## config.mk

```make
export PLATFORM = sky130hd
export DESIGN_NAME = scd_clock_select
export DESIGN_NICKNAME = d
export VERILOG_FILES = /design/src/inc/scd_pkg.sv /design/src/logic/scd_clock_select.sv /design/src/logic/scd_req_check.sv /design/src/logic/scd_decimator.sv
export SDC_FILE = /design/constraint.sdc
export NUM_CORES = 1
export LEC_CHECK = 0
export BUFFER_PORTS_ARGS = -buffer_cell sky130_fd_sc_hd__buf_2
export CELL_PAD_IN_SITES_DETAIL_PLACEMENT = 2
export CELL_PAD_IN_SITES_GLOBAL_PLACEMENT = 2
export CORE_MARGIN = 1.5
export CORE_UTILIZATION = 35
export DETAILED_ROUTE_END_ITERATION = 10
export GPL_TIMING_DRIVEN = 0
export HOLD_SLACK_MARGIN = 0.12
export PLACE_DENSITY = 0.82
export SKIP_LAST_GASP = 1
export SLEW_MARGIN = 20
export SYNTH_ARGS = -nofsm -noshare
export SYNTH_HDL_FRONTEND = slang
export SYNTH_SLANG_ARGS = --single-unit
```

## constraint.sdc

```tcl
create_clock -name clk -period 13.1 [get_ports clk]
set_clock_uncertainty 0.15 [all_clocks]
set_input_delay 1.31 -clock clk [delete_from_list [all_inputs] [get_ports clk]]
set_output_delay 1.31 -clock clk [all_outputs]
set_load 0.02 [all_outputs]
```

## src/inc/scd_pkg.sv

```systemverilog
// shared constants of the clock select block
package scd_pkg;
  localparam int ADDR_W   = 8;
  localparam int DATA_W   = 32;
  localparam int SRC_W    = 2;
  localparam int VAR_W    = 4;
  localparam int RATE_W   = 8;
  localparam int FREQ_W   = 12;
  localparam int DEC_W    = 17;
  localparam int LEVEL_W  = 7;
  localparam int SAMPLE_W = 16;

  // register byte offsets
  localparam logic [ADDR_W-1:0] OFS_CFG       = 8'h00;
  localparam logic [ADDR_W-1:0] OFS_FREQ      = 8'h04;
  localparam logic [ADDR_W-1:0] OFS_DECIM     = 8'h08;
  localparam logic [ADDR_W-1:0] OFS_LEVEL     = 8'h0C;
  localparam logic [ADDR_W-1:0] OFS_APPLY     = 8'h10;
  localparam logic [ADDR_W-1:0] OFS_STATUS    = 8'h14;
  localparam logic [ADDR_W-1:0] OFS_ACT_FREQ  = 8'h18;
  localparam logic [ADDR_W-1:0] OFS_ACT_DECIM = 8'h1C;

  // field positions
  localparam int CFG_SRC_LSB    = 0;
  localparam int CFG_VAR_LSB    = 4;
  localparam int CFG_SINGLE_BIT = 8;
  localparam int CFG_RATE_LSB   = 16;
  localparam int APPLY_BIT      = 0;
  localparam int ST_REJECT_BIT  = 0;
  localparam int ST_APPLIED_BIT = 1;
  localparam int ST_PLL_BIT     = 2;
  localparam int ST_SRC_LSB     = 4;

  // clock source codes
  localparam logic [SRC_W-1:0] SRC_INTERNAL     = 2'h0;
  localparam logic [SRC_W-1:0] SRC_USER_DEFINED = 2'h1;
  localparam logic [SRC_W-1:0] SRC_PLL_REF      = 2'h2;

  // board variant codes
  localparam logic [VAR_W-1:0] VAR_STEP_110_130 = 4'h0;
  localparam logic [VAR_W-1:0] VAR_F500_A       = 4'h1;
  localparam logic [VAR_W-1:0] VAR_F500_B       = 4'h2;
  localparam logic [VAR_W-1:0] VAR_SYN_1800     = 4'h3;
  localparam logic [VAR_W-1:0] VAR_SYN_1000     = 4'h4;
  localparam logic [VAR_W-1:0] VAR_SYN_4000     = 4'h5;
  localparam logic [VAR_W-1:0] VAR_F100_125     = 4'h6;
  localparam logic [VAR_W-1:0] VAR_STEP_150_180 = 4'h7;
  localparam logic [VAR_W-1:0] VAR_F250         = 4'h8;
  localparam logic [VAR_W-1:0] VAR_F500_C       = 4'h9;
  localparam logic [VAR_W-1:0] VAR_F1000        = 4'hA;

  // frequencies in MHz
  localparam logic [FREQ_W-1:0] PLL_REF_MHZ = 12'h00A;
  localparam logic [FREQ_W-1:0] MHZ_100  = 12'h064;
  localparam logic [FREQ_W-1:0] MHZ_110  = 12'h06E;
  localparam logic [FREQ_W-1:0] MHZ_125  = 12'h07D;
  localparam logic [FREQ_W-1:0] MHZ_130  = 12'h082;
  localparam logic [FREQ_W-1:0] MHZ_150  = 12'h096;
  localparam logic [FREQ_W-1:0] MHZ_180  = 12'h0B4;
  localparam logic [FREQ_W-1:0] MHZ_250  = 12'h0FA;
  localparam logic [FREQ_W-1:0] MHZ_300  = 12'h12C;
  localparam logic [FREQ_W-1:0] MHZ_500  = 12'h1F4;
  localparam logic [FREQ_W-1:0] MHZ_1000 = 12'h3E8;
  localparam logic [FREQ_W-1:0] MHZ_1800 = 12'h708;
  localparam logic [FREQ_W-1:0] MHZ_2000 = 12'h7D0;
  localparam logic [FREQ_W-1:0] MHZ_4000 = 12'hFA0;

  // decimation limits
  localparam logic [DEC_W-1:0] DEC_ONE  = 17'h00001;
  localparam logic [DEC_W-1:0] DEC_TWO  = 17'h00002;
  localparam logic [DEC_W-1:0] DEC_FOUR = 17'h00004;
  localparam logic [DEC_W-1:0] DEC_FIVE = 17'h00005;
  localparam logic [DEC_W-1:0] DEC_TEN  = 17'h0000A;
  localparam logic [DEC_W-1:0] DEC_MAX  = 17'h186A0;
  localparam logic [DEC_W-1:0] DEC_ZERO = 17'h00000;

  localparam logic [LEVEL_W-1:0] LEVEL_MAX = 7'h64;
  localparam logic [LEVEL_W-1:0] LEVEL_RST = 7'h32;

  localparam logic [1:0] RESP_OKAY   = 2'h0;
  localparam logic [1:0] RESP_SLVERR = 2'h2;
endpackage : scd_pkg

```

## src/logic/scd_clock_select.sv

```systemverilog
// sample clock select and decimation over AXI4-Lite
`timescale 1ns/1ps
// What this block does
// timebase from oscillator, external clock, PLL
// internal source uses host rate id
// user-defined rate selects external connector
// host sets receiver level in percent
// 110-130 MHz PLL, 1 MHz steps, N 1-100000
// host writes step-PLL decimation as N-1
// 500 MHz variant: N of 2, 4, 5k
// 500 MHz variant: also N of 1
// 300-1800 MHz in 1 MHz, N 1 only
// 300-1000 MHz in 1 MHz, N 1 only
// 500-2000 any; to 4000 even, single channel
// 125 or 100 MHz, N 1-100000
// 150-180 MHz in 1 MHz steps, N 1-100000
// fixed 250 MHz, N 1-100000
// 500 MHz variant: N 1, 2, 4, 10k
// fixed 1 GHz: N 1, 2, 4, 10k
// host configures boards before acquisition
// keep one sample of every N
// reject bad request, keep old setting
module scd_clock_select
  import scd_pkg::*;
(
  // clock and reset
  input  wire logic                         clk,
  input  wire logic                         sys_rst,
  // axi4-lite write address
  input  wire logic [scd_pkg::ADDR_W-1:0]   awaddr,
  input  wire logic                         awvalid,
  output logic                              awready,
  // axi4-lite write data
  input  wire logic [31:0]                  wdata,
  input  wire logic [3:0]                   wstrb,
  input  wire logic                         wvalid,
  output logic                              wready,
  // axi4-lite write response
  output logic [1:0]                        bresp,
  output logic                              bvalid,
  input  wire logic                         bready,
  // axi4-lite read
  input  wire logic [scd_pkg::ADDR_W-1:0]   araddr,
  input  wire logic                         arvalid,
  output logic                              arready,
  output logic [31:0]                       rdata,
  output logic [1:0]                        rresp,
  output logic                              rvalid,
  input  wire logic                         rready,
  // timebase control
  output logic [scd_pkg::SRC_W-1:0]         clkSrcSel,
  output logic [scd_pkg::RATE_W-1:0]        intRateId,
  output logic                              pllEnable,
  output logic [scd_pkg::FREQ_W-1:0]        pllFreqMhz,
  output logic [scd_pkg::LEVEL_W-1:0]       extClkLevel,
  // converter samples in, decimated samples out
  input  wire logic                         sampleValid,
  input  wire logic [scd_pkg::SAMPLE_W-1:0] sampleData,
  output logic                              decValid,
  output logic [scd_pkg::SAMPLE_W-1:0]      decData
);
  typedef struct packed {
    logic                awReady;
    logic                awGot;
    logic [ADDR_W-1:0]   awAddr;
    logic                wReady;
    logic                wGot;
    logic [31:0]         wData;
    logic [3:0]          wStrb;
    logic                bValid;
    logic [1:0]          bResp;
    logic                arReady;
    logic                rValid;
    logic [31:0]         rData;
    logic [1:0]          rResp;
    logic [SRC_W-1:0]    src;
    logic [VAR_W-1:0]    variant;
    logic                single;
    logic [RATE_W-1:0]   rateId;
    logic [FREQ_W-1:0]   freq;
    logic [DEC_W-1:0]    decim;
    logic [LEVEL_W-1:0]  level;
    logic [SRC_W-1:0]    actSrc;
    logic [RATE_W-1:0]   actRate;
    logic [FREQ_W-1:0]   actFreq;
    logic [DEC_W-1:0]    actFactor;
    logic                pllEn;
    logic                reject;
    logic                applied;
    logic                restart;
  } scd_state_t;

  scd_state_t s;
  scd_state_t next_s;
  logic                chkOk;
  logic [DEC_W-1:0]    chkFactor;

  function automatic logic [31:0] merge(input logic [31:0] old,
                                        input logic [31:0] nw,
                                        input logic [3:0]  strb);
    logic [31:0] res;
    res = old;
    for (int i = 0; i < 4; i++)
      if (strb[i])
        res[i*8 +: 8] = nw[i*8 +: 8];
    return res;
  endfunction : merge

  function automatic logic [31:0] cfgWord(input scd_state_t st);
    logic [31:0] w;
    w = '0;
    w[CFG_SRC_LSB +: SRC_W]   = st.src;
    w[CFG_VAR_LSB +: VAR_W]   = st.variant;
    w[CFG_SINGLE_BIT]         = st.single;
    w[CFG_RATE_LSB +: RATE_W] = st.rateId;
    return w;
  endfunction : cfgWord

  function automatic logic [31:0] statusWord(input scd_state_t st);
    logic [31:0] w;
    w = '0;
    w[ST_REJECT_BIT]         = st.reject;
    w[ST_APPLIED_BIT]        = st.applied;
    w[ST_PLL_BIT]            = st.pllEn;
    w[ST_SRC_LSB +: SRC_W]   = st.actSrc;
    return w;
  endfunction : statusWord

  // judged on staged fields before commit
  scd_req_check u_check (
    .src        (s.src),
    .variant    (s.variant),
    .singleChan (s.single),
    .freqMhz    (s.freq),
    .decimValue (s.decim),
    .reqOk      (chkOk),
    .factor     (chkFactor)
  );

  always_comb
  begin
    logic [31:0] wv;
    wv             = '0;
    next_s         = s;
    next_s.restart = 1'b0;

    // address and data in either order
    if (s.bValid && bready)
      next_s.bValid = 1'b0;
    if (awvalid && s.awReady)
    begin
      next_s.awGot  = 1'b1;
      next_s.awAddr = awaddr;
    end
    if (wvalid && s.wReady)
    begin
      next_s.wGot  = 1'b1;
      next_s.wData = wdata;
      next_s.wStrb = wstrb;
    end
    if (next_s.awGot && next_s.wGot && !next_s.bValid)
    begin
      next_s.awGot  = 1'b0;
      next_s.wGot   = 1'b0;
      next_s.bValid = 1'b1;
      next_s.bResp  = RESP_OKAY;
      case (next_s.awAddr)
        OFS_CFG:
        begin
          wv             = merge(cfgWord(s), next_s.wData, next_s.wStrb);
          next_s.src     = wv[CFG_SRC_LSB +: SRC_W];
          next_s.variant = wv[CFG_VAR_LSB +: VAR_W];
          next_s.single  = wv[CFG_SINGLE_BIT];
          next_s.rateId  = wv[CFG_RATE_LSB +: RATE_W];
        end
        OFS_FREQ:
        begin
          wv          = merge(32'(s.freq), next_s.wData,
                              next_s.wStrb);
          next_s.freq = wv[FREQ_W-1:0];
        end
        OFS_DECIM:
        begin
          wv           = merge(32'(s.decim), next_s.wData,
                               next_s.wStrb);
          next_s.decim = wv[DEC_W-1:0];
        end
        OFS_LEVEL:
        begin
          wv = merge(32'(s.level), next_s.wData,
                     next_s.wStrb);
          // level over full scale refused
          if (wv[31:LEVEL_W] == '0 && wv[LEVEL_W-1:0] <= LEVEL_MAX)
            next_s.level = wv[LEVEL_W-1:0];
          else
            next_s.reject = 1'b1;
        end
        OFS_APPLY:
        begin
          if (next_s.wStrb[0] && next_s.wData[APPLY_BIT])
          begin
            if (chkOk)
            begin
              // source picks oscillator, connector or PLL
              next_s.actSrc    = s.src;
              next_s.actRate   = s.rateId;
              next_s.pllEn     = s.src == SRC_PLL_REF;
              next_s.actFreq   = (s.src == SRC_PLL_REF) ? s.freq : '0;
              next_s.actFactor = chkFactor;
              next_s.restart   = 1'b1;
              next_s.applied   = 1'b1;
              next_s.reject    = 1'b0;
            end
            else
              next_s.reject = 1'b1;
          end
        end
        OFS_STATUS, OFS_ACT_FREQ, OFS_ACT_DECIM:
          next_s.bResp = RESP_OKAY;
        default:
          next_s.bResp = RESP_SLVERR;
      endcase
    end
    // one write in flight until response drains
    next_s.awReady = !next_s.awGot && !next_s.bValid;
    next_s.wReady  = !next_s.wGot && !next_s.bValid;

    // read path
    if (s.rValid && rready)
    begin
      next_s.rValid  = 1'b0;
      next_s.arReady = 1'b1;
    end
    if (arvalid && s.arReady)
    begin
      next_s.arReady = 1'b0;
      next_s.rValid  = 1'b1;
      next_s.rResp   = RESP_OKAY;
      case (araddr)
        OFS_CFG:       next_s.rData = cfgWord(s);
        OFS_FREQ:      next_s.rData = 32'(s.freq);
        OFS_DECIM:     next_s.rData = 32'(s.decim);
        OFS_LEVEL:     next_s.rData = 32'(s.level);
        OFS_APPLY:     next_s.rData = '0;
        OFS_STATUS:    next_s.rData = statusWord(s);
        OFS_ACT_FREQ:  next_s.rData = 32'(s.actFreq);
        OFS_ACT_DECIM: next_s.rData = 32'(s.actFactor);
        default:
        begin
          next_s.rData = '0;
          next_s.rResp = RESP_SLVERR;
        end
      endcase
    end
  end

  always_ff @(posedge clk or posedge sys_rst)
  begin
    if (sys_rst)
    begin
      s           <= '0;
      s.awReady   <= 1'b1;
      s.wReady    <= 1'b1;
      s.arReady   <= 1'b1;
      s.src       <= SRC_INTERNAL;
      s.actSrc    <= SRC_INTERNAL;
      s.decim     <= DEC_ONE;
      s.actFactor <= DEC_ONE;
      s.level     <= LEVEL_RST;
    end
    else
      s <= next_s;
  end

  // restart realigns the group to the new factor
  scd_decimator u_decim (
    .clk      (clk),
    .sys_rst  (sys_rst),
    .restart  (s.restart),
    .factor   (s.actFactor),
    .inValid  (sampleValid),
    .inData   (sampleData),
    .outValid (decValid),
    .outData  (decData)
  );

  assign awready     = s.awReady;
  assign wready      = s.wReady;
  assign bvalid      = s.bValid;
  assign bresp       = s.bResp;
  assign arready     = s.arReady;
  assign rvalid      = s.rValid;
  assign rdata       = s.rData;
  assign rresp       = s.rResp;
  assign clkSrcSel   = s.actSrc;
  assign intRateId   = s.actRate;
  assign pllEnable   = s.pllEn;
  assign pllFreqMhz  = s.actFreq;
  assign extClkLevel = s.level;
endmodule : scd_clock_select

```

## src/logic/scd_req_check.sv

```systemverilog
// judges a staged clock request per variant
`timescale 1ns/1ps
module scd_req_check
  import scd_pkg::*;
(
  // staged request
  input  wire logic [scd_pkg::SRC_W-1:0]  src,
  input  wire logic [scd_pkg::VAR_W-1:0]  variant,
  input  wire logic                       singleChan,
  input  wire logic [scd_pkg::FREQ_W-1:0] freqMhz,
  input  wire logic [scd_pkg::DEC_W-1:0]  decimValue,
  // verdict
  output logic                            reqOk,
  output logic [scd_pkg::DEC_W-1:0]       factor
);
  logic freqOk;
  logic decOk;
  logic inRange;
  logic fixedSet;
  logic mult5;
  logic mult10;

  always_comb
  begin
    // step variants send factor minus one
    if (src == SRC_PLL_REF && (variant == VAR_STEP_110_130 ||
        variant == VAR_STEP_150_180))
      factor = decimValue + DEC_ONE;
    else
      factor = decimValue;
    inRange  = factor >= DEC_ONE && factor <= DEC_MAX;
    fixedSet = factor == DEC_TWO || factor == DEC_FOUR;
    mult5    = (factor % DEC_FIVE) == DEC_ZERO;
    mult10   = (factor % DEC_TEN) == DEC_ZERO;
    freqOk   = 1'b1;
    decOk    = inRange;
    if (src == SRC_PLL_REF)
    begin
      case (variant)
        VAR_STEP_110_130:
          freqOk = freqMhz >= MHZ_110 && freqMhz <= MHZ_130;
        VAR_F500_A:
        begin
          freqOk = freqMhz == MHZ_500;
          decOk  = inRange && (fixedSet || mult5);
        end
        VAR_F500_B:
        begin
          freqOk = freqMhz == MHZ_500;
          decOk  = inRange && (factor == DEC_ONE || fixedSet || mult5);
        end
        VAR_SYN_1800:
        begin
          freqOk = freqMhz >= MHZ_300 && freqMhz <= MHZ_1800;
          decOk  = factor == DEC_ONE;
        end
        VAR_SYN_1000:
        begin
          freqOk = freqMhz >= MHZ_300 && freqMhz <= MHZ_1000;
          decOk  = factor == DEC_ONE;
        end
        VAR_SYN_4000:
        begin
          // upper band: even MHz, single channel only
          freqOk = (freqMhz >= MHZ_500 && freqMhz <= MHZ_2000) ||
                   (freqMhz > MHZ_2000 && freqMhz <= MHZ_4000 &&
                    !freqMhz[0] && singleChan);
          decOk  = factor == DEC_ONE;
        end
        VAR_F100_125:
          freqOk = freqMhz == MHZ_100 || freqMhz == MHZ_125;
        VAR_STEP_150_180:
          freqOk = freqMhz >= MHZ_150 && freqMhz <= MHZ_180;
        VAR_F250:
          freqOk = freqMhz == MHZ_250;
        VAR_F500_C:
        begin
          freqOk = freqMhz == MHZ_500;
          decOk  = inRange && (factor == DEC_ONE || fixedSet || mult10);
        end
        VAR_F1000:
        begin
          freqOk = freqMhz == MHZ_1000;
          decOk  = inRange && (factor == DEC_ONE || fixedSet || mult10);
        end
        default:
          freqOk = 1'b0;
      endcase
    end
    // unknown source code is refused outright
    reqOk = freqOk && decOk && src <= SRC_PLL_REF;
  end
endmodule : scd_req_check

```

## src/logic/scd_decimator.sv

```systemverilog
// keeps one sample in every N of the converter stream
`timescale 1ns/1ps
module scd_decimator
  import scd_pkg::*;
(
  // clock and reset
  input  wire logic                         clk,
  input  wire logic                         sys_rst,
  // control
  input  wire logic                         restart,
  input  wire logic [scd_pkg::DEC_W-1:0]    factor,
  // sample stream
  input  wire logic                         inValid,
  input  wire logic [scd_pkg::SAMPLE_W-1:0] inData,
  output logic                              outValid,
  output logic [scd_pkg::SAMPLE_W-1:0]      outData
);
  typedef struct packed {
    logic [DEC_W-1:0]    cnt;
    logic                valid;
    logic [SAMPLE_W-1:0] data;
  } scd_dec_state_t;

  scd_dec_state_t s;
  scd_dec_state_t next_s;

  always_comb
  begin
    next_s       = s;
    next_s.valid = 1'b0;
    if (restart)
      next_s.cnt = DEC_ZERO;
    else if (inValid)
    begin
      // first of each N passes
      if (s.cnt == DEC_ZERO)
      begin
        next_s.valid = 1'b1;
        next_s.data  = inData;
      end
      if (s.cnt >= factor - DEC_ONE)
        next_s.cnt = DEC_ZERO;
      else
        next_s.cnt = s.cnt + DEC_ONE;
    end
  end

  always_ff @(posedge clk or posedge sys_rst)
  begin
    if (sys_rst)
      s <= '0;
    else
      s <= next_s;
  end

  assign outValid = s.valid;
  assign outData  = s.data;
endmodule : scd_decimator

```

## After elaboration in Yosys (flattened, before gate mapping)

Index checks and enable logic that the tools add are counted.

- Bits in registers: 215
- Input bits: 76
- Output and inout port bits: 88

- Add/sub/neg operators: 3
- Div/mod/pow operators: 2
- Order comparisons: 16
- Equal/unequal tests: 35
- Mux-type cells: 41
- Bitwise gates (word level): 1
- Reduce and logical (&&, ||, !) cells: 66

Operators with widths:

| cell | count |
|---|---|
| $pmux W24 S7 | 1 |
| $mux W8 | 12 |
| $mux W17 | 5 |
| $eq A8 B5 Y1 const B | 8 |
| $logic_not A17 Y1 | 3 |
| $mux W37 | 1 |
| $mux W36 | 1 |
| $add A17 B1 Y17 const B | 2 |
| $mux W34 | 1 |
| $eq A8 B4 Y1 const B | 4 |
| $reduce_and A3 Y1 | 10 |
| $logic_and A1 B1 Y1 | 26 |
| $logic_not A25 Y1 | 1 |
| $eq A12 B7 Y1 const B | 2 |
| $ge A12 B9 Y1 const B | 2 |
| $le A12 B11 Y1 const B | 2 |
| $le A12 B8 Y1 const B | 2 |
| $eq A17 B1 Y1 const B | 1 |
| $eq A17 B2 Y1 const B | 1 |
| $eq A17 B3 Y1 const B | 1 |
| $ge A17 B1 Y1 const B | 1 |
| $ge A17 B17 Y1 | 1 |
| $le A17 B17 Y1 const B | 1 |
| $mod A17 B3 Y17 const B | 1 |
| 37 further kinds | 74 |

## Logic depth before layout (Yosys ltp)

Gate-level depths: netlist of the first run.

- Depth after elaboration: 17
- Mapped depth: 38
- Mapped depth without buffers: 32

## Cells and area by module

From an unflattened synthesis of the first run, not the netlist that was laid out.

- Cells, all modules: 1478
- Area, all modules: 14137.3 sq um

By module, submodules not included:

| module | instances | cells each | area each (sq um) | sequential area each (sq um) |
|---|---|---|---|---|
| scd_clock_select | 1 | 644 | 7861.3 | 4289.1 |
| scd_req_check | 1 | 592 | 3896.2 | 0.0 |
| scd_decimator | 1 | 242 | 2379.8 | 850.8 |

## Worst setup path after synthesis of the first run

No wires, ideal clock.

- Path type: reg2reg
- Start point: reg s[91] (netlist name)
- End point: reg s[10] (netlist name)
- Data arrival time: 8.027 ns
- Data required time: 12.825 ns
- Path slack: 4.798 ns
- Stages on the path, launching flop included: 39
- Path buffers: 7
- Clock period less this slack: 8.302 ns
- Cells stage by stage: dfrtp_1 buf_6 or3b_1 buf_2 a211o_1 buf_6 nor4_1 nor2_4 mux2i_1 a222oi_1 and2_1 buf_4 a21oi_2 o221a_1 a2111oi_4 a221o_2 o311ai_2 o21a_1 [... 3 more ...] o21a_1 ha_1 inv_1 nor2_1 a21o_2 o21ai_0 nand2_1 ha_1 nor4_1 a211oi_1 or3_1 o221ai_1 o32a_1 o31ai_2 or2_1 buf_6 buf_8 mux2_4

- Cells in the longest elaborated chain, start to end: 14

Ends and longest elaborated chain:

| item | RTL line | text |
|---|---|---|
| from (decl) | scd_clock_select.sv:93 | `scd_state_t s;` |
| from (signal assigned) | scd_clock_select.sv:272 | `s <= next_s;` |
| parallel branches: the longest is 14 deep, another holds $mod A17 B4 Y17 | n/a |  |

Several ways; the timed one is not identified.
A chain may end at the register's enable or synchronous reset.

## Worst setup path after layout of the first run

- Start point: reg s[55] (netlist name)
- End point: reg s (netlist bit intRateId[2])

- Cells in the longest elaborated chain, start to end: 12

Ends and longest elaborated chain:

| item | RTL line | text |
|---|---|---|
| $add A17 B1 Y17 | scd_req_check.sv:28 | `factor = decimValue + DEC_ONE;` |
| $mux W17 (*) | scd_req_check.sv:26 | `if (src == SRC_PLL_REF && (variant == VAR_STEP_110_130 \|\|` |
| parallel branches: the longest is 6 deep, another holds $mod A17 B4 Y17 | n/a |  |
| $mux W1 (*) | scd_req_check.sv:37 | `if (src == SRC_PLL_REF)` |
| $logic_and A1 B1 Y1 (*) (2 in a row) | scd_req_check.sv:91 | `reqOk = freqOk && decOk && src <= SRC_PLL_REF;` |
| $reduce_and A4 Y1 (no source line) (*) | n/a |  |

Mark *: on every way between the ends.

==> impl_results.md, run 1 <==
- Leakage power: 7.17 nW
- Setup TNS: 0 ns
- Post-detail-place hpwl: 40100 um
- Longest individual stage delay on the worst path: 0.87 ns
- Cell area after synthesis: 13700 um^2
- Detailed-routed wire length on met2: 26900 um
- Drt first-iter violations: 786
- CORE AREA: 38600 um^2
- Worst slew margin: 32.0%
- Via count of the first global-routing pass: 14200
- End of the worst register-to-register path: intRateId[2]
- Post-synthesis register bit count: 205
- Run status: complete, no violations
- Filler cell count in the final layout: 4234
- PostCTS Resize Cnt: 0
- Max layer used: met4
- Clock latency at the later pin of the worst-skew pair: 0.54 ns
- Critical-path cell with the highest stage delay: a222oi_1
- Router iterations before antenna repair: 5
- Mean cell area of the mapped netlist: 9.32 um^2
- Fraction of final layout cells with drive strength greater than 1: 26.8%
- Number of antenna-violating nets in the routed design: 0
- Via count: 12900
- Cells after Synth: 1472
- Category of the worst setup path capture point: flip-flop
- Aggregate global-route resource usage: 26.8%
- Path type of the worst setup path: reg -> reg
- Die width: 201 um
- Number of clock sinks seen by CTS: 205
- Startpoint of the tightest hold check path: s[169]
- Path class of the lowest-slack min-delay path: reg -> reg
- Number of nets in the finished design: 1765
- Count of port buffers added during placement: 151
- Setup repair after global routing missed its margin: false
- Wirelength, routed: 54400 um
- Post-CTS Repair Setup Buffers: 0
- Worst setup margin: 2.59 ns
- Met3 wire len: 1980 um
- Number of enable flip-flop cells after synthesis: 0
- Fraction of synthesis flops using an asynchronous set or reset pin: 100%
- Hold-critical path endpoint: wready
- CP Launch Type: flip-flop
- Clock slew seen by the registers of the worst setup and hold paths: 0.06 ns
- Data arrival time of the critical path: 10.77 ns
- Most repeated library cell on the critical path: nor2_1
- Primary flip-flop cell chosen by synthesis mapping: dfrtp_1
- Critical Path Fanout Max: 10
- Final cycle utilization of the critical path: 80.2%
- Fin. Hold Viols: 0
- Rows: 72
- Length in cells of the worst reg-to-reg path: 32
- Hold_buf cts: 0
- Antenna violations before repair: 0
- Maximum clock rate: 95.1 MHz
- Commonest non-fill, non-tap cells in the layout: dfrtp_1, buf_2, nand2_1
- Required time at the worst-slack endpoint: 13.36 ns
- Worst setup slack before clock tree synthesis: 2.87 ns
- Maximum number of pins on one net before global-route repair: 104
- Max capacitance violation total: 0
- Number of pins exceeding their max-slew limit in the final report: 0
- Average wire per standard cell: 24.8 um
- Setup violation total in the final timing report: 0
- Transition time at the pin with the least slew margin: 0.992 ns
- Routability congestion estimate from global placement: 0.872
- Share of the yosys chip area belonging to registers: 37.5%
- H-tree depth: 1
- I/O pin count: 164
- P per Cell Area: 324 nW/um^2
- Bufs on Longest Clock Path: 3
- Vias per cell: 5.86
- Global-route wire length before repair: 86100 um
- Number of CTS-inserted buffers: 24
- Starting density of the core: 35.5%
- Layout area overhead: 17.3%
- Die area: 40400 um^2
- Instance count along the most critical hold path: 1
- Worst-case register-to-register setup slack: 2.59 ns
- Clock root cell: clkbuf_16
- Final period demand of the worst path: 10.51 ns
- Die H: 201 um
- VDD IR max: 0.650 mV
- Clock tree from TritonCTS: done
- DRC: 0
- Commonest non-fill, non-tap cell in the layout: dfrtp_1
- Grt ovf: 0
- Critical R2R Launch: s[55]
- Number of different library cells in the post-synthesis netlist: 110
- Detailed-route wire length on metal 1: 24300 um
- Warnings from Yosys: 0
worst max-delay path: cells and delay by family (launching register included):
family	cells	cell delay [ns]
AOI/OAI and AO/OA	13	4.29
adders and majority gates	2	0.50
buffers and inverters	3	0.86
DFF	1	0.33
muxes	2	0.85
and+or+nand+nor	12	3.39
registers in the layout, indices dropped and copies added, names as in the netlist:
register	count
s	110
rdata	24
u_decim.s	17
u_decim.outData	16
pllFreqMhz	12
intRateId	8
extClkLevel	7
clkSrcSel	2
arready	1
awready	1
bresp	1
bvalid	1
pllEnable	1
rresp	1
rvalid	1
u_decim.outValid	1
wready	1
report_power, final:
| group | leakage, nW | switching (mW) | internal (mW) |
|---|---|---|---|
| combinational | 4.12 | 2.25 | 1.36 |
| sequential | 2.64 | 0.0917 | 0.778 |
| clock | 0.419 | 0.286 | 0.442 |
layer usage:
layer  track usage, %  up-vias
li1                 -     5740
met1             36.0     6740
met2             46.3      310
met3             2.66       84
met4             6.28        0
met5                0        -
synthesized netlist by cell type, types with 20 or more instances:
| cell type | instances | share of area [%] |
|---|---|---|
| xnor2_1 | 26 | 1.7 |
| mux2_2 | 67 | 5.5 |
| nor3_1 | 46 | 1.7 |
| inv_1 | 36 | 0.99 |
| ha_1 | 29 | 2.6 |
| clkbuf_1 | 54 | 1.5 |
| nor4_1 | 28 | 1.3 |
| a31oi_1 | 21 | 0.96 |
| buf_4 | 83 | 4.5 |
| nor2_1 | 110 | 3.0 |
| mux2i_1 | 23 | 1.7 |
| o21ai_0 | 105 | 3.8 |
| a21oi_1 | 66 | 2.4 |
| a22o_1 | 20 | 1.3 |
| nand2_1 | 132 | 3.6 |
| nand3_1 | 49 | 1.8 |
| dfrtp_1 | 197 | 36 |
layout make-up:
| class | instances | area (um^2) | area share [%] |
|---|---|---|---|
| inverters | 37 | 146 | 0.910 |
| diodes | 1 | 2.50 | 0.0155 |
| plain buffers | 156 | 962 | 5.98 |
| repair buffers | 153 | 811 | 5.04 |
| well taps | 518 | 648 | 4.03 |
| flip-flops and latches | 205 | 5140 | 31.9 |
| clock inverters | 8 | 119 | 0.739 |
| multi-input cells | 1083 | 7540 | 46.8 |
| clock buffers | 36 | 727 | 4.52 |
per-stage QoR:
step	cell area (um^2)	std cells	hold slack, ns	power, mW	util [%]
after floorplan	13800	1481	0.257	3.53	-
after global placement	15200	2150	0.278	4.26	39.2
after detailed placement	15200	2152	0.308	4.44	39.4
after CTS	16100	2196	0.329	5.20	41.6
after global routing	16100	2196	0.342	5.58	41.6
final	16100	2197	0.323	5.22	41.6
worst max-delay path by stage:
stage               startpoint            to  slack (ns)  cells after the start
finish                   s[55]  intRateId[2]        2.59                     32
global route             s[55]  intRateId[2]        1.84                     32
CTS                      s[55]  intRateId[2]        2.75                     32
detailed placement       s[55]  intRateId[2]        2.87                     32
global placement         s[56]  intRateId[3]        3.11                     32
floorplan                s[91]         s[10]        4.80                     38
cell families (layout without fill, tap and decap cells):
group	Yosys count	after routing	synth area share (%)
flip-flops	205	205	37.5
buffers and inverters	193	390	8.03
AND/OR/NAND/NOR	480	480	17.3
other	1	11	0.0273
AO/OA/AOI/OAI	401	401	21.2
multiplexers	119	119	10.5
XOR/XNOR	44	44	2.81
adder cells (fa/ha/maj)	29	29	2.65
No activity file was read; power rests on OpenSTA's default activity.
==> run 2, diff against run 1 <==
==> constraint.sdc (replaced) <==
create_clock -name clk -period 10.2 [get_ports clk]
set_clock_uncertainty 0.15 [all_clocks]
set_input_delay 1.02 -clock clk [delete_from_list [all_inputs] [get_ports clk]]
set_output_delay 1.02 -clock clk [all_outputs]
set_load 0.02 [all_outputs]
==> impl_results.md, run 2 (synthesis results as in run 1) <==
- Top Family by Delay on Critical Path: compound AO/OA/AOI/OAI gates
- Path class of the lowest-slack min-delay path: in -> async
- Setup violation total in the final timing report: 0 (unchanged)
- Clock slew seen by the registers of the worst setup and hold paths: 0.07 ns (about the same)
- Detailed-route wire length on metal 1: 24200 um (-0.37%)
- Setup repair after global routing missed its margin: true
- Number of clock sinks seen by CTS: 205 (unchanged)
- Total buffers and inverters traversed by the critical path: 4 (+1)
- Worst slew margin: 34.1% (+2.2 points)
- H-tree depth: 1 (unchanged)
- Die area: 40400 um^2 (unchanged)
- Clock latency at the later pin of the worst-skew pair: 0.54 ns (about the same)
- Clock tree from TritonCTS: done
- Grt ovf: 0 (unchanged)
- Layout area overhead: 18.5%
- Number of nets in the finished design: 1767 (+0.11%)
- DRC: 0 (unchanged)
- Number of CTS-inserted buffers: 24 (unchanged)
- Post-detail-place hpwl: 40100 um (unchanged)
- Leakage power: 7.23 nW (+0.80%)
- Final cycle utilization of the critical path: 97.3% (+17 points)
- Fin. Hold Viols: 0 (unchanged)
- Final period demand of the worst path: 9.92 ns (-0.586 ns)
- Detailed-routed wire length on met2: 27100 um (+0.79%)
- Worst setup slack before clock tree synthesis: -0.0272 ns (-2.90 ns)
- Antenna cell count: 0 (-1)
- Die H: 201 um (unchanged)
- Combined area of the multi-input logic cells: 7670 um^2 (+1.7%)
- Aggregate global-route resource usage: 26.8% (about the same)
- Max capacitance violation total: 0 (unchanged)
- Critical Path Fanout Max: 10 (unchanged)
- Path type of the worst setup path: reg -> reg
- Router iterations before antenna repair: 5 (unchanged)
- Transition time at the pin with the least slew margin: 0.961 ns (-0.0314 ns)
- Commonest non-fill, non-tap cells in the layout: dfrtp_1, buf_2, nand2_1
- Via count: 12900 (+0.47%)
- Bufs on Longest Clock Path: 3 (unchanged)
- Filler cell count in the final layout: 4208 (-0.61%)
- CORE AREA: 38600 um^2 (unchanged)
- Most repeated library cell on the critical path: a21oi_1
- Count of port buffers added during placement: 151 (unchanged)
- Die width: 201 um (unchanged)
- Clock root cell: clkbuf_16
- Final core utilization: 42.1% (+0.43 points)
- Data arrival time of the critical path: 10.25 ns (-0.52 ns)
- Critical-path cell with the highest stage delay: or4_1
- Maximum clock rate: 101 MHz (+5.9%)
- Maximum number of pins on one net before global-route repair: 104 (unchanged)
- Fraction of final layout cells with drive strength greater than 1: 28.2% (+1.4 points)
- Commonest non-fill, non-tap cell in the layout: dfrtp_1
- P per Cell Area: 418 nW/um^2 (+29%)
- Global-route wire length before repair: 86100 um (about the same)
- I/O pin count: 164 (unchanged)
- Met3 wire len: 2050 um (+3.1%)
- Wirelength, routed: 54700 um (+0.57%)
- Drt first-iter violations: 790 (+0.51%)
- Max layer used: met4
- Number of pins exceeding their max-slew limit in the final report: 0 (unchanged)
- Required time at the worst-slack endpoint: 10.52 ns (-2.84 ns)
- Routability congestion estimate from global placement: 0.872 (unchanged)
- Hold_buf cts: 0 (unchanged)
- Starting density of the core: 35.5% (unchanged)
- Average wire per standard cell: 24.9 um (+0.53%)
- Hold Worst Slack: 0.233 ns (-0.0897 ns)
- Vias per cell: 5.88 (+0.42%)
- Worst setup margin: 0.275 ns (-2.31 ns)
- VDD IR max: 0.829 mV (+27%)
- Category of the worst setup path capture point: flip-flop
- Longest individual stage delay on the worst path: 0.62 ns (-0.25 ns)
- Register area: 5140 um^2 (unchanged)
- Run status: complete, no violations
- CP Launch Type: flip-flop
- Setup TNS: 0 ns (unchanged)
- Most flops, register: s
- Number of antenna-violating nets in the routed design: 0 (unchanged)
- Rows: 72 (unchanged)
- Antenna violations before repair: 0 (unchanged)
- Flip-flop count of the largest register, all copies and words added: 110 (unchanged)
- Via count of the first global-routing pass: 14200 (+0.099%)
run 2: cell count changes in the layout (fill, tap and decap cells not counted), sizes merged:
cell,change
buf,+6
clkbuf,-4
diode,-1
run 2: final timing paths:
check / startpoint / to / slack (ns) / cells after the start
max in group asynchronous: sys_rst / s[4] / 8.91 / 3
hold / removal: sys_rst / u_decim.outData[0] / 0.23 / 2
min in group clk: s[169] / wready / 0.33 / 1
setup reg to reg: s[91] / pllFreqMhz[4] / 0.28 / 34
hold reg to reg: s[169] / wready / 0.33 / 1
setup / recovery: s[91] / pllFreqMhz[4] / 0.28 / 34
run 2: layout make-up:
type,count,share of cell area (%)
inverters,37,0.900
flip-flops and latches,205,31.6
repair buffers,158,5.29
multi-input cells,1083,47.2
clock buffers,36,4.47
clock inverters,8,0.731
well taps,518,3.99
plain buffers,153,5.85
run 2: timing repair:
item                       CTS  global route
buffers inserted             2             3
hold endpoints to repair     0             0
setup endpoints to repair   29            43
gates resized for setup      0            27
pin swaps                    1             3
run 2: worst register-to-register path: cells and delay by family (launching register included):
family                   cells  cell delay [ns]
AND/OR/NAND/NOR             12             3.71
flip-flops                   1             0.38
AO/OA/AOI/OAI               16             4.24
buffers and inverters        4             0.85
adder cells (fa/ha/maj)      2             0.51
run 2: metal layers:
| metal | global-route usage (%) | up-vias |
|---|---|---|
| li1 | - | 5744 |
| met2 | 46.3 | 348 |
| met5 | 0 | - |
| met4 | 6.34 | 0 |
| met3 | 2.66 | 96 |
| met1 | 36.0 | 6746 |
run 2: power breakdown:
part / internal (mW) / switching [mW] / leakage (nW) / total [mW]
Sequential: 0.999 / 0.128 / 2.64 / 1.13
Clock: 0.568 / 0.370 / 0.419 / 0.937
Combinational: 1.82 / 2.92 / 4.17 / 4.73
run 2: per-stage QoR:
| stage | instances | cell area (um^2) | power, mW |
|---|---|---|---|
| 4_1_cts | 2198 | 16100 | 6.69 |
| 3_3_place_gp | 2150 | 15200 | 5.47 |
| 2_1_floorplan | 1481 | 13800 | 4.54 |
| 3_5_place_dp | 2152 | 15200 | 5.70 |
| 6_report | 2198 | 16300 | 6.80 |
| 5_1_grt | 2198 | 16300 | 7.26 |
==> run 3, diff against run 2 <==
--- a/config.mk
+++ b/config.mk
@@ -6,7 +6,7 @@
 export NUM_CORES = 1
 export LEC_CHECK = 0
 export BUFFER_PORTS_ARGS = -buffer_cell sky130_fd_sc_hd__buf_2
-export CELL_PAD_IN_SITES_DETAIL_PLACEMENT = 2
+export CELL_PAD_IN_SITES_DETAIL_PLACEMENT = 1
 export CELL_PAD_IN_SITES_GLOBAL_PLACEMENT = 2
 export CORE_MARGIN = 1.5
 export CORE_UTILIZATION = 35
==> impl_results.md, run 3 (synthesis results as in run 1) <==
- Die width: 201 um (unchanged)
- Number of pins exceeding their max-slew limit in the final report: 0 (unchanged)
- Hold_buf cts: 0 (unchanged)
- Antenna cell count: 0 (unchanged)
- Rows: 72 (unchanged)
- Router iterations before antenna repair: 5 (unchanged)
- Clock slew seen by the registers of the worst setup and hold paths: 0.06 ns (about the same)
- Die area: 40400 um^2 (unchanged)
- DRC: 0 (unchanged)
- Category of the worst setup path capture point: flip-flop
- Detailed-route wire length on metal 1: 22100 um (-8.9%)
- Transition time at the pin with the least slew margin: 1.00 ns (+0.0439 ns)
- Bufs on Longest Clock Path: 3 (unchanged)
- Top Family by Delay on Critical Path: compound AO/OA/AOI/OAI gates
- H-tree depth: 1 (unchanged)
- Number of antenna-violating nets in the routed design: 0 (unchanged)
- Most repeated library cell on the critical path: buf_6
- Post-detail-place hpwl: 35500 um (-11%)
- Commonest non-fill, non-tap cell in the layout: dfrtp_1
- Max capacitance violation total: 0 (unchanged)
- Run status: complete, no violations
- Layout area overhead: 16.9%
- Total buffers and inverters traversed by the critical path: 6 (+2)
- Wirelength, routed: 46200 um (-15%)
- Setup TNS: 0 ns (unchanged)
- Met3 wire len: 1790 um (-13%)
- Grt ovf: 0 (unchanged)
- VDD IR max: 0.729 mV (-12%)
- Starting density of the core: 35.5% (unchanged)
- CORE AREA: 38600 um^2 (unchanged)
- Via count: 12400 (-4.4%)
- Fraction of final layout cells with drive strength greater than 1: 27.0% (-1.2 points)
- Commonest non-fill, non-tap cells in the layout: dfrtp_1, buf_2, nand2_1
- Clock root cell: clkbuf_16
- Maximum clock rate: 103 MHz (+2.0%)
- Die H: 201 um (unchanged)
- Critical-path cell with the highest stage delay: a2111o_1
- Average wire per standard cell: 21.1 um (-15%)
- Vias per cell: 5.64 (-4.2%)
- CP Launch Type: flip-flop
- Aggregate global-route resource usage: 22.8% (-4.0 points)
- Required time at the worst-slack endpoint: 10.45 ns (-0.07 ns)
- Fin. Hold Viols: 0 (unchanged)
- Path class of the lowest-slack min-delay path: in -> async
- I/O pin count: 164 (unchanged)
- Setup violation total in the final timing report: 0 (unchanged)
- P per Cell Area: 404 nW/um^2 (-3.3%)
- Number of nets in the finished design: 1764 (-0.17%)
- Final core utilization: 41.5% (-0.60 points)
- Count of port buffers added during placement: 151 (unchanged)
- Filler cell count in the final layout: 4499 (+6.9%)
- Clock latency at the later pin of the worst-skew pair: 0.53 ns (about the same)
- Via count of the first global-routing pass: 12900 (-9.1%)
- Global-route wire length before repair: 74100 um (-14%)
- Worst slew margin: 32.8% (-1.3 points)
- Max layer used: met4
- Antenna violations before repair: 0 (unchanged)
- Most flops, register: s
- Number of clock sinks seen by CTS: 205 (unchanged)
- Drt first-iter violations: 729 (-7.7%)
- Clock tree from TritonCTS: done
- Final period demand of the worst path: 9.73 ns (-0.192 ns)
- Longest individual stage delay on the worst path: 0.47 ns (-0.15 ns)
- Path type of the worst setup path: reg -> reg
- Final cycle utilization of the critical path: 95.4% (-1.9 points)
- Detailed-routed wire length on met2: 21300 um (-21%)
- Number of CTS-inserted buffers: 23 (-4.2%)
- Leakage power: 7.11 nW (-1.6%)
- Data arrival time of the critical path: 9.98 ns (-0.27 ns)
- Critical Path Fanout Max: 10 (unchanged)
- Routability congestion estimate from global placement: 0.872 (unchanged)
- Maximum number of pins on one net before global-route repair: 104 (unchanged)
- Setup repair after global routing missed its margin: false
- Flip-flop count of the largest register, all copies and words added: 110 (unchanged)
## run 3: cell types whose count changed in the layout (fill, tap and decap cells not counted), moves of 2 or more
cell,delta
clkbuf_1,+7
nor4_1,+3
nor4_2,-2
clkbuf_16,-2
buf_4,-2
clkbuf_8,-4
clkinv_2,-3
## run 3: final timing paths
check	start	to	slack [ns]	depth (start not counted)
min	sys_rst	u_decim.outData[2]	0.23	2
max in group asynchronous	sys_rst	s[4]	8.93	3
max reg2reg	s[91]	s[7]	0.47	36
min reg2reg	s[169]	wready	0.29	1
max	s[91]	s[7]	0.47	36
min in group clk	s[169]	wready	0.29	1
## run 3: metrics by stage
step	hold WS, ns	power (mW)	area [um^2]	setup slack [ns]	instances
after floorplan	0.257	4.54	13800	1.90	1481
after global placement	0.278	5.47	15200	0.213	2150
after detailed placement	0.280	5.60	15200	0.118	2152
after CTS	0.212	6.46	16000	0.0594	2193
after global routing	0.218	6.95	16000	0.0236	2193
final	0.227	6.48	16000	0.467	2193
## run 3: repair_timing
| action | 4_1_cts | 5_1_grt |
|---|---|---|
| gates resized for setup | 0 | 10 |
| endpoints found under the setup margin | 0 | 43 |
| buffers inserted | 0 | 2 |
## run 3: power by group
part | switching [mW] | internal, mW | leakage, nW
logic | 2.78 | 1.76 | 4.12
clock network | 0.346 | 0.484 | 0.351
registers | 0.110 | 0.999 | 2.64
total | 3.24 | 3.24 | 7.11
## run 3: layout make-up
type	count	area [um^2]	area share, %
flip-flops and latches	205	5140	32.1
well taps	518	648	4.04
plain buffers	154	955	5.96
multi-input cells	1083	7580	47.3
clock inverters	6	90.1	0.562
clock buffers	35	641	4.00
inverters	37	146	0.913
repair buffers	155	826	5.15
## run 3: per-layer routing
layer / GRT usage, % / vias up
li1: - / 5754
met1: 32.2 / 6273
met2: 37.2 / 280
met3: 2.55 / 62
met4: 5.34 / 0
met5: 0 / -
